**src/pit_defines.svh**
```systemverilog
// Purpose: named codes, field positions and constants of the interval timer
// Assumes: included by bare name after pit_pkg is compiled
// Notes:   definitions only
`ifndef PIT_DEFINES_SVH
`define PIT_DEFINES_SVH
`define PIT_SEL_C0     2'h0
`define PIT_SEL_CTRL   2'h3
`define PIT_SC_RB      2'h3
`define PIT_FMT_LATCH  2'h0
`define PIT_FMT_LSB    2'h1
`define PIT_FMT_MSB    2'h2
`define PIT_FMT_WORD   2'h3
`define PIT_M0         3'h0
`define PIT_M1         3'h1
`define PIT_M2         3'h2
`define PIT_M3         3'h3
`define PIT_M4         3'h4
`define PIT_M5         3'h5
`define PIT_CW_SC      7:6
`define PIT_CT_ALL     5:0
`define PIT_CT_FMT     5:4
`define PIT_CT_MODE    3:1
`define PIT_CT_BCD     0
`define PIT_RB_NCNT    5
`define PIT_RB_NSTAT   4
`define PIT_RB_SEL0    1
`define PIT_ZERO       16'h0000
`define PIT_ONE        16'h0001
`define PIT_TWO        16'h0002
`define PIT_EVEN_MASK  16'hfffe
`define PIT_SYNC_INIT  19'h00007
`endif

```
**src/pit_pkg.sv**
```systemverilog
// Purpose: types shared by the interval timer modules
// Assumes: nothing
// Notes:   pit_bus_t order fixes the synchroniser vector layout
package pit_pkg;
  typedef struct packed {
    logic [2:0]  gate;
    logic [2:0]  clk;
    logic [7:0]  data;
    logic [1:0]  sel;
    logic        wrN;
    logic        rdN;
    logic        csN;
  } pit_bus_t;
  typedef struct packed {
    logic [5:0]  ctrl;
    logic [15:0] countHold;
    logic [15:0] ce;
    logic [15:0] outLatch;
    logic [7:0]  stat;
    logic        olFull;
    logic        stFull;
    logic        nullCnt;
    logic        wrHi;
    logic        rdHi;
    logic        out;
    logic        gate;
    logic        trig;
    logic        trigS;
    logic        loadPend;
    logic        loaded;
    logic        armed;
    logic        cntOk;
    logic        oddWait;
  } pit_ch_t;
  typedef struct packed {
    logic [7:0]    dataOut;
    logic          dataOe;
    pit_ch_t [2:0] ch;
  } pit_st_t;
endpackage

```
**src/pit_sync.sv**
```systemverilog
// Purpose: three-flop synchroniser with agreement filter and edge pulses
// Assumes: inputs asynchronous to sys_clk
// Notes:   a change counts once the second and third stages agree
`timescale 1ns/100ps
module pit_sync #(
  parameter int             W    = 1,
  parameter logic [W-1:0]   INIT = '0
) (
  input  wire logic         sys_clk,
  input  wire logic         srst,
  input  wire logic [W-1:0] d,
  output logic      [W-1:0] q,
  output logic      [W-1:0] rise,
  output logic      [W-1:0] fall
);
  typedef struct packed {
    logic [W-1:0] s1;
    logic [W-1:0] s2;
    logic [W-1:0] s3;
    logic [W-1:0] q;
    logic [W-1:0] rise;
    logic [W-1:0] fall;
  } pit_sy_t;
  pit_sy_t      r;
  pit_sy_t      n;
  logic [W-1:0] agree;
  always_comb begin
    agree = ~(r.s2 ^ r.s3);
    n.s1 = d;
    n.s2 = r.s1;
    n.s3 = r.s2;
    n.q = (agree & r.s3) | (~agree & r.q);
    n.rise = agree & r.s3 & ~r.q;
    n.fall = agree & ~r.s3 & r.q;
  end
  always_ff @(posedge sys_clk) begin
    if (srst) begin
      r <= '{s1: INIT, s2: INIT, s3: INIT, q: INIT, rise: '0, fall: '0};
    end else begin
      r <= n;
    end
  end
  assign q = r.q;
  assign rise = r.rise;
  assign fall = r.fall;
endmodule

```
**src/pit_dec.sv**
```systemverilog
// Purpose: decrement by one or two, binary or four-digit decimal
// Assumes: decimal input holds valid digits
// Notes:   both kinds wrap past zero; a step of one lands on the top value
`timescale 1ns/100ps
module pit_dec (
  input  wire logic [15:0] val,
  input  wire logic        bcd,
  input  wire logic        two,
  output logic      [15:0] res
);
  logic [3:0] brw;
  logic [3:0] dgt;
  always_comb begin
    brw = two ? 4'h2 : 4'h1;
    dgt = 4'h0;
    res = val - {14'h0000, two, ~two};
    if (bcd) begin
      for (int k = 0; k < 4; k++) begin
        dgt = val[4*k +: 4];
        if (dgt >= brw) begin
          res[4*k +: 4] = dgt - brw;
          brw = 4'h0;
        end else begin
          res[4*k +: 4] = dgt + 4'ha - brw;
          brw = 4'h1;
        end
      end
    end
  end
endmodule

```
**src/pit_timer.sv**
```systemverilog
// Function
// - Control or full count write sets pending flag
// - First status latch kept until read
// - Zero bits latch count and status together
// - Status read first, then count bytes
// - Address decode, undriven bus otherwise
// - Pulse is rise then fall; trigger rise
// - Mode 0 output low until zero
// - Mode 0 gate gates counting; N+1 pulses
// - Mode 0 first byte halts, output low
// - Mode 0 loads even with gate low
// - Mode 1 trigger loads, output low N
// - Mode 1 new count waits for retrigger
// - Mode 2 low one pulse at one
// - Mode 2 gate low forces output high
// - Mode 2 new count waits period end
// - Mode 3 square wave, step two
// - Mode 3 gate low forces output high
// - Mode 3 new count at half-cycle end
// - Mode 4 strobe N+1 pulses after write
// - Mode 4 first byte has no effect
// - Mode 5 trigger starts strobe sequence
// - Mode 5 retrigger loads new count
// - Loads and decrements on falling edge
// - Gate sampled on rise; trigger flop
// - Control word resets channel at once
// - Modes 0,1,4,5 wrap past zero
//
// Purpose: three-channel 16-bit interval timer behind an 8-bit host port
// Assumes: pin rates well below sys_clk divided by six
// Notes:   all edges are found on sys_clk after three-flop filtering
`timescale 1ns/100ps
`include "pit_defines.svh"
module pit_timer (
  input  wire logic       sys_clk,
  input  wire logic       srst,
  input  wire logic       csN,
  input  wire logic       rdN,
  input  wire logic       wrN,
  input  wire logic [1:0] regSel,
  input  wire logic [7:0] dataIn,
  output logic      [7:0] dataOut,
  output logic            dataOe,
  input  wire logic [2:0] cntClk,
  input  wire logic [2:0] cntGate,
  output logic      [2:0] cntOut
);
  localparam int NCH = 3;

  pit_pkg::pit_bus_t    rawBus;
  pit_pkg::pit_bus_t    bq;
  pit_pkg::pit_bus_t    bRise;
  pit_pkg::pit_bus_t    bFall;
  pit_pkg::pit_st_t     r;
  pit_pkg::pit_st_t     n;
  pit_pkg::pit_ch_t     c;
  logic [NCH-1:0][15:0] decVal;
  logic [2:0]           m;
  logic [2:0]           nm;
  logic [1:0]           f;
  logic                 doneW;
  logic                 tr;
  logic                 wrDone;
  logic                 rdDone;

  function automatic logic [2:0] normMode(input logic [2:0] v);
    // Upper codes of the two periodic modes alias onto them
    return v[1] ? {1'b0, v[1:0]} : v;
  endfunction

  function automatic pit_pkg::pit_ch_t loadCe(input pit_pkg::pit_ch_t x,
                                              input logic [15:0]     v);
    x.ce = v;
    x.loadPend = 1'b0;
    x.nullCnt = 1'b0;
    x.loaded = 1'b1;
    x.armed = 1'b1;
    return x;
  endfunction

  function automatic pit_pkg::pit_ch_t latchCnt(input pit_pkg::pit_ch_t x);
    if (!x.olFull) begin
      x.outLatch = x.ce;
      x.olFull = 1'b1;
    end
    return x;
  endfunction

  function automatic pit_pkg::pit_ch_t latchSt(input pit_pkg::pit_ch_t x);
    if (!x.stFull) begin
      x.stat = {x.out, x.nullCnt, x.ctrl};
      x.stFull = 1'b1;
    end
    return x;
  endfunction

  function automatic logic [7:0] rdByte(input pit_pkg::pit_ch_t x);
    logic [15:0] src;
    src = x.olFull ? x.outLatch : x.ce;
    if (x.stFull) begin
      return x.stat;
    end
    if (x.ctrl[`PIT_CT_FMT] == `PIT_FMT_MSB ||
        (x.ctrl[`PIT_CT_FMT] == `PIT_FMT_WORD && x.rdHi)) begin
      return src[15:8];
    end
    return src[7:0];
  endfunction

  assign rawBus = '{gate: cntGate, clk: cntClk, data: dataIn, sel: regSel,
                    wrN: wrN, rdN: rdN, csN: csN};

  pit_sync #(
    .W    ($bits(pit_pkg::pit_bus_t)),
    .INIT (`PIT_SYNC_INIT)
  ) uSync (
    .sys_clk (sys_clk),
    .srst    (srst),
    .d       (rawBus),
    .q       (bq),
    .rise    (bRise),
    .fall    (bFall)
  );

  for (genvar g = 0; g < NCH; g++) begin : gCh
    pit_dec uDec (
      .val (r.ch[g].ce),
      .bcd (r.ch[g].ctrl[`PIT_CT_BCD]),
      .two (normMode(r.ch[g].ctrl[`PIT_CT_MODE]) == `PIT_M3),
      .res (decVal[g])
    );
    assign cntOut[g] = r.ch[g].out;
  end

  // Access ends on the strobe's rising edge, after data has settled
  assign wrDone = bRise.wrN && !bq.csN;
  assign rdDone = bRise.rdN && !bq.csN && bq.sel != `PIT_SEL_CTRL;

  always_comb begin
    n = r;
    c = r.ch[0];
    m = `PIT_M0;
    nm = `PIT_M0;
    f = `PIT_FMT_LATCH;
    doneW = 1'b0;
    tr = 1'b0;
    // drive only on a counter read
    n.dataOe = !bq.csN && !bq.rdN && bq.wrN && bq.sel != `PIT_SEL_CTRL;
    n.dataOut = 8'h00;
    for (int i = 0; i < NCH; i++) begin
      c = r.ch[i];
      m = normMode(c.ctrl[`PIT_CT_MODE]);
      f = c.ctrl[`PIT_CT_FMT];
      doneW = 1'b0;
      tr = c.trigS && c.cntOk;
      if (bRise.clk[i]) begin
        c.gate = bq.gate[i];
        c.trigS = c.trig | bRise.gate[i];
        c.trig = 1'b0;
      end else if (bRise.gate[i]) begin
        c.trig = 1'b1;
      end
      if (bFall.clk[i]) begin
        c.trigS = 1'b0;
        if (m == `PIT_M4 || m == `PIT_M5) begin
          c.out = 1'b1;
        end
        case (m)
          `PIT_M0: begin
            if (c.loadPend) begin
              c = loadCe(c, c.countHold);
            end else if (c.gate && !(c.wrHi && f == `PIT_FMT_WORD)) begin
              c.ce = decVal[i];
              if (decVal[i] == `PIT_ZERO && c.armed) begin
                c.out = 1'b1;
                c.armed = 1'b0;
              end
            end
          end
          `PIT_M1: begin
            if (tr) begin
              c = loadCe(c, c.countHold);
              c.out = 1'b0;
            end else if (c.loaded) begin
              c.ce = decVal[i];
              if (decVal[i] == `PIT_ZERO && c.armed) begin
                c.out = 1'b1;
                c.armed = 1'b0;
              end
            end
          end
          `PIT_M2: begin
            if (tr || c.loadPend) begin
              c = loadCe(c, c.countHold);
              c.out = 1'b1;
            end else if (c.gate && c.loaded) begin
              if (c.ce == `PIT_ONE) begin
                c = loadCe(c, c.countHold);
                c.out = 1'b1;
              end else begin
                c.ce = decVal[i];
                c.out = decVal[i] != `PIT_ONE;
              end
            end
          end
          `PIT_M3: begin
            if (tr || c.loadPend) begin
              c = loadCe(c, c.countHold & `PIT_EVEN_MASK);
              c.out = 1'b1;
              c.oddWait = 1'b0;
            end else if (c.gate && c.loaded) begin
              if (c.oddWait) begin
                c = loadCe(c, c.countHold & `PIT_EVEN_MASK);
                c.out = 1'b0;
                c.oddWait = 1'b0;
              end else if (c.ce == `PIT_TWO) begin
                // Odd counts stretch the high half by one pulse
                if (c.out && c.countHold[0]) begin
                  c.ce = `PIT_ZERO;
                  c.oddWait = 1'b1;
                end else begin
                  c = loadCe(c, c.countHold & `PIT_EVEN_MASK);
                  c.out = !c.out;
                end
              end else begin
                c.ce = decVal[i];
              end
            end
          end
          `PIT_M4: begin
            if (c.loadPend) begin
              c = loadCe(c, c.countHold);
            end else if (c.gate && c.loaded) begin
              c.ce = decVal[i];
              if (decVal[i] == `PIT_ZERO && c.armed) begin
                c.out = 1'b0;
                c.armed = 1'b0;
              end
            end
          end
          `PIT_M5: begin
            if (tr) begin
              c = loadCe(c, c.countHold);
            end else if (c.loaded) begin
              c.ce = decVal[i];
              if (decVal[i] == `PIT_ZERO && c.armed) begin
                c.out = 1'b0;
                c.armed = 1'b0;
              end
            end
          end
          default: begin
          end
        endcase
      end
      if ((m == `PIT_M2 || m == `PIT_M3) && !bq.gate[i]) begin
        c.out = 1'b1;
      end
      if (wrDone && bq.sel == `PIT_SEL_CTRL) begin
        nm = normMode(bq.data[`PIT_CT_MODE]);
        if (bq.data[`PIT_CW_SC] == `PIT_SC_RB) begin
          if (bq.data[`PIT_RB_SEL0 + i]) begin
            if (!bq.data[`PIT_RB_NCNT]) begin
              c = latchCnt(c);
            end
            if (!bq.data[`PIT_RB_NSTAT]) begin
              c = latchSt(c);
            end
          end
        end else if (bq.data[`PIT_CW_SC] == 2'(i)) begin
          if (bq.data[`PIT_CT_FMT] == `PIT_FMT_LATCH) begin
            c = latchCnt(c);
          end else begin
            c.ctrl = bq.data[`PIT_CT_ALL];
            c.nullCnt = 1'b1;
            c.out = nm != `PIT_M0;
            c.loadPend = 1'b0;
            c.loaded = 1'b0;
            c.armed = 1'b0;
            c.cntOk = 1'b0;
            c.wrHi = 1'b0;
            c.rdHi = 1'b0;
            c.olFull = 1'b0;
            c.stFull = 1'b0;
            c.oddWait = 1'b0;
            c.trig = 1'b0;
            c.trigS = 1'b0;
          end
        end
      end else if (wrDone && bq.sel == 2'(i)) begin
        case (f)
          `PIT_FMT_LSB: begin
            c.countHold = {8'h00, bq.data};
            doneW = 1'b1;
          end
          `PIT_FMT_MSB: begin
            c.countHold = {bq.data, 8'h00};
            doneW = 1'b1;
          end
          `PIT_FMT_WORD: begin
            if (!c.wrHi) begin
              c.countHold[7:0] = bq.data;
              c.wrHi = 1'b1;
              // first byte: halt only in mode 0
              if (m == `PIT_M0) begin
                c.out = 1'b0;
                c.loadPend = 1'b0;
              end
            end else begin
              c.countHold[15:8] = bq.data;
              c.wrHi = 1'b0;
              doneW = 1'b1;
            end
          end
          default: begin
          end
        endcase
        if (doneW) begin
          c.nullCnt = 1'b1;
          c.cntOk = 1'b1;
          case (m)
            `PIT_M0: begin
              c.out = 1'b0;
              c.loadPend = 1'b1;
            end
            `PIT_M2, `PIT_M3: begin
              c.loadPend = !c.loaded;
            end
            `PIT_M4: begin
              c.loadPend = 1'b1;
            end
            default: begin
            end
          endcase
        end
      end
      // status, then latched count, then live
      if (rdDone && bq.sel == 2'(i)) begin
        if (c.stFull) begin
          c.stFull = 1'b0;
        end else if (f == `PIT_FMT_WORD && !c.rdHi) begin
          c.rdHi = 1'b1;
        end else begin
          c.rdHi = 1'b0;
          c.olFull = 1'b0;
        end
      end
      if (bq.sel == 2'(i)) begin
        n.dataOut = rdByte(r.ch[i]);
      end
      n.ch[i] = c;
    end
  end

  always_ff @(posedge sys_clk) begin
    if (srst) begin
      r <= '0;
    end else begin
      r <= n;
    end
  end

  assign dataOut = r.dataOut;
  assign dataOe = r.dataOe;

  logic [2:0] mode0;
  logic [2:0] mode1;
  logic       cw0;
  logic       rd0;
  assign mode0 = normMode(r.ch[0].ctrl[`PIT_CT_MODE]);
  // Channel 1 carries the bench's rate generator
  assign mode1 = normMode(r.ch[1].ctrl[`PIT_CT_MODE]);
  assign cw0 = wrDone && bq.sel == `PIT_SEL_CTRL && bq.data[`PIT_CW_SC] == `PIT_SEL_C0 &&
               bq.data[`PIT_CT_FMT] != `PIT_FMT_LATCH;
  assign rd0 = rdDone && bq.sel == `PIT_SEL_C0;
endmodule

```
**config.mk**
```make
export PLATFORM = sky130hd
export DESIGN_NAME = pit_timer
export DESIGN_NICKNAME = d
export VERILOG_FILES = /design/src/pit_pkg.sv /design/src/pit_sync.sv /design/src/pit_dec.sv /design/src/pit_timer.sv
export VERILOG_INCLUDE_DIRS = /design/src /design/src/src
export SDC_FILE = /design/constraint.sdc
export NUM_CORES = 1
export LEC_CHECK = 0
export ABC_AREA = 1
export BUFFER_PORTS_ARGS = -buffer_cell sky130_fd_sc_hd__buf_2
export CORE_ASPECT_RATIO = 0.5
export CORE_UTILIZATION = 40
export CTS_CLUSTER_SIZE = 8
export DETAILED_ROUTE_END_ITERATION = 7
export SLEW_MARGIN = 40
export SYNTH_ARGS = -nofsm -noshare
export SYNTH_HDL_FRONTEND = slang
export SYNTH_SLANG_ARGS = --single-unit
```
**constraint.sdc**
```tcl
create_clock -name sys_clk -period 13.66 [get_ports sys_clk]
set_input_delay 0.683 -clock sys_clk [delete_from_list [all_inputs] [get_ports sys_clk]]
set_output_delay 0.683 -clock sys_clk [all_outputs]
set_load 0.05 [all_outputs]
```
==> results.cfg <==
[synthesis]
synth_edf_count = 0
syn_inst = 3629
synth-main-ff-cell = dfxtp_1
yosysWarnings = 0
yosys.cell_types.count = 64
syn_avg_cell_area_um2 = 6.42
netlist.top_cell.by_area = dfxtp_1
ys_seq_area_share_pct = 27.9
syn-cell-area_mm2 = 0.0233
async_flop_share_pct = 0
synth_top_area_share_pct = 27.9
synth_seq_cells = 324
netlist_top_cells_area = dfxtp_1 (28%), nand2_1 (11%), a21oi_1 (7.3%), o21ai_0 (7.3%), nor2_1 (6.7%)
synth_fp_nets = 3758

[timing]
relSlewSlack_pct = 34.4
skew_ns = 0.0324
period_needed_ns = 6.02
whs_ns = 0.311
finalSetupTns_ns = 0
slew_viol_final = 0
rsz0062_at_grt = false
hold_viol = 0
setup_viol = 0
worst_pin_slew_ns = 0.982
max_freq_mhz = 166
min_period_over_period_pct = 44.1

[cts]
clockBufferDepth = 3
tritoncts = yes
cts_buffers = 46
path_clk_slew_ns = 0.05
cts-htree-levels = 2
post-cts-setup-buffers = 0
clockRootBuffer = clkbuf_16
holdBufCountCts = 0
clk_latency_ns = 0.57
postCtsResizedCells = 0
cts_sinks = 324

[hold_path]
hold_class = input port to flip-flop
hold_path_depth = 2
hp-start = wrN

[pwr]
power_switching_w = 0.000730
seqPwrFrac_pct = 40.3
power.leakage_nw = 10.7
p_int_w = 0.00171
p_total_w = 0.00244
powerDensity_mw_per_mm2 = 97.2
p_sw_share_pct = 30.0
comb_power_share_pct = 16.8
clkPwrFrac_pct = 42.9
ir_worst_vdd_mv = 0.0861

[detailed_routing]
wl_per_cell_um = 20.5
drc_errors = 0
routed_wl_um = 88500
first_iter_violations = 3107
vias_per_cell = 5.86
drtPass1Iterations = 6
route.vias.total = 25283
ant_nets = 0

[grt]
grt-ovfl-total = 0
grt_pass1_vias = 23093
grt_start_max_net_pins = 111
grt_first_pass_wirelength_um = 136000
globalRouteTotalUtil_pct = 29.1
antenna_found_initial = 5

[setup_path]
cp_slowest_cell = dfxtp_1
worstPathArrival_ns = 6.46
cp_common_cell = nand2_1
cp-end-kind = flip-flop
worstPathRequired_ns = 14.10
reg2regPathDepth = 36
r2r_start = r[224]
cp-start-kind = flip-flop
crit_fanout = 14
critPathMaxStageDelay_ns = 0.64
worst-setup-path-type = flip-flop to flip-flop
critPathLaunch = r[224]

[final_layout]
nets = 3673
final_util_pct = 43.7
synthToLayoutAreaGrowth_pct = 7.66
drive_gt1_share_pct = 7.92

[floorplanning]
die_w_um = 343
initial_core_util_pct = 40.6
rows = 62
die_area_mm2 = 0.0592
fp.dieH_um = 173
fp.coreArea_mm2 = 0.0574
pin_count = 33

[placed_design]
dp_hpwl_um = 63400
gp_congestion = 0.981
io_buffers = 32

[flow_run]
maxCapViolations = 0

[outcome]
status = completed
[flip-flops by register name (all words and copies together) (netlist names), named ones only]
name and count:
cntOut 3, uSync.n 38, r 223, uSync.rise 8
uSync.fall 3, dataOut 8, f 2, dataOe 1
uSync.r 19
[synth_stat cells (16+ instances only)]
library cell,instances
o21ai_0,339
o221ai_1,27
buf_4,16
a22o_1,28
inv_1,410
nand2_2,18
xor2_1,24
nand2_1,670
clkbuf_1,142
a21oi_1,340
ha_1,102
o21ai_1,69
buf_2,26
a211oi_1,65
o211ai_1,41
nor3_1,34
a221oi_1,18
dfxtp_1,324
inv_2,46
o22ai_1,44
nand3_1,155
nand4_1,34
nor2_1,414
or2_2,30
nor2_2,26
[through the flow]
stage                     std cells  setup WS (ns)  area, um^2
after floorplan                3629           8.88       23300
final                          4317           7.64       25100
after global routing           4316           7.26       25100
after CTS                      4316           7.80       25100
after global placement         4264           8.08       23800
after detailed placement       4264           7.84       23800
[path summary, 6_finish.rpt]
check	endpoint	slack, ns
max	r[173]	7.64
max reg2reg	r[173]	7.64
min	uSync.n[78]	0.31
min reg2reg	uSync.n[62]	0.40
[kinds of logic after synthesis]
logic type | after synthesis | share of synthesized area, %
compound gates | 1072 | 27.1
xor+xnor | 41 | 1.64
fa+ha+maj | 108 | 6.00
buf+inv | 660 | 11.2
flops | 324 | 27.9
mux | 1 | 0.0430
simple gates | 1423 | 26.2
[power by group through the flow]
stage / clock network (W) / logic, W / registers [W]
final: 0.00105 / 0.000409 / 0.000981
after global routing: 0.00111 / 0.000458 / 0.000982
after CTS: 0.00106 / 0.000403 / 0.000980
after detailed placement: 0 / 0.000401 / 0.00100
after global placement: 0 / 0.000395 / 0.000999
after floorplan: 0 / 0.000310 / 0.000988
[routing by layer]
layer	routed length, um	up-vias	track usage (%)
li1	-	12036	-
met1	38900	11717	40.6
met2	37300	1302	43.2
met3	8790	222	6.39
met4	3490	6	11.5
met5	36	-	0.321
[critical path: cells and delay by family (launching register included)]
family                   cells  cell delay, ns
AO/OA/AOI/OAI                6            1.31
adder cells (fa/ha/maj)      7            1.47
flip-flops                   1            0.64
buffers and inverters        6            0.70
AND/OR/NAND/NOR             17            1.76
[cells in the final DEF (no fill, tap or decap), drive strengths merged, types with 51 or more instances in the layout]
master / netlist / final
nand2: 693 / 693
inv: 456 / 457
nor2: 451 / 451
o21ai: 412 / 412
a21oi: 343 / 343
dfxtp: 324 / 324
nand3: 161 / 161
ha: 102 / 102
a211oi: 65 / 65
buf: 54 / 62
clkbuf: 142 / 51
[cell type report]
cell class | instances | area (um^2)
antenna | 1 | 2.50
fill | 6090 | 32300
tap | 768 | 961
clock inverter | 2 | 50.0
sequential | 324 | 6490
multi-input combinational | 2645 | 14200
clock buffer | 50 | 1200
inverter | 464 | 1740
timing repair buffer | 63 | 402
No activity file was read; power rests on OpenSTA's default activity.
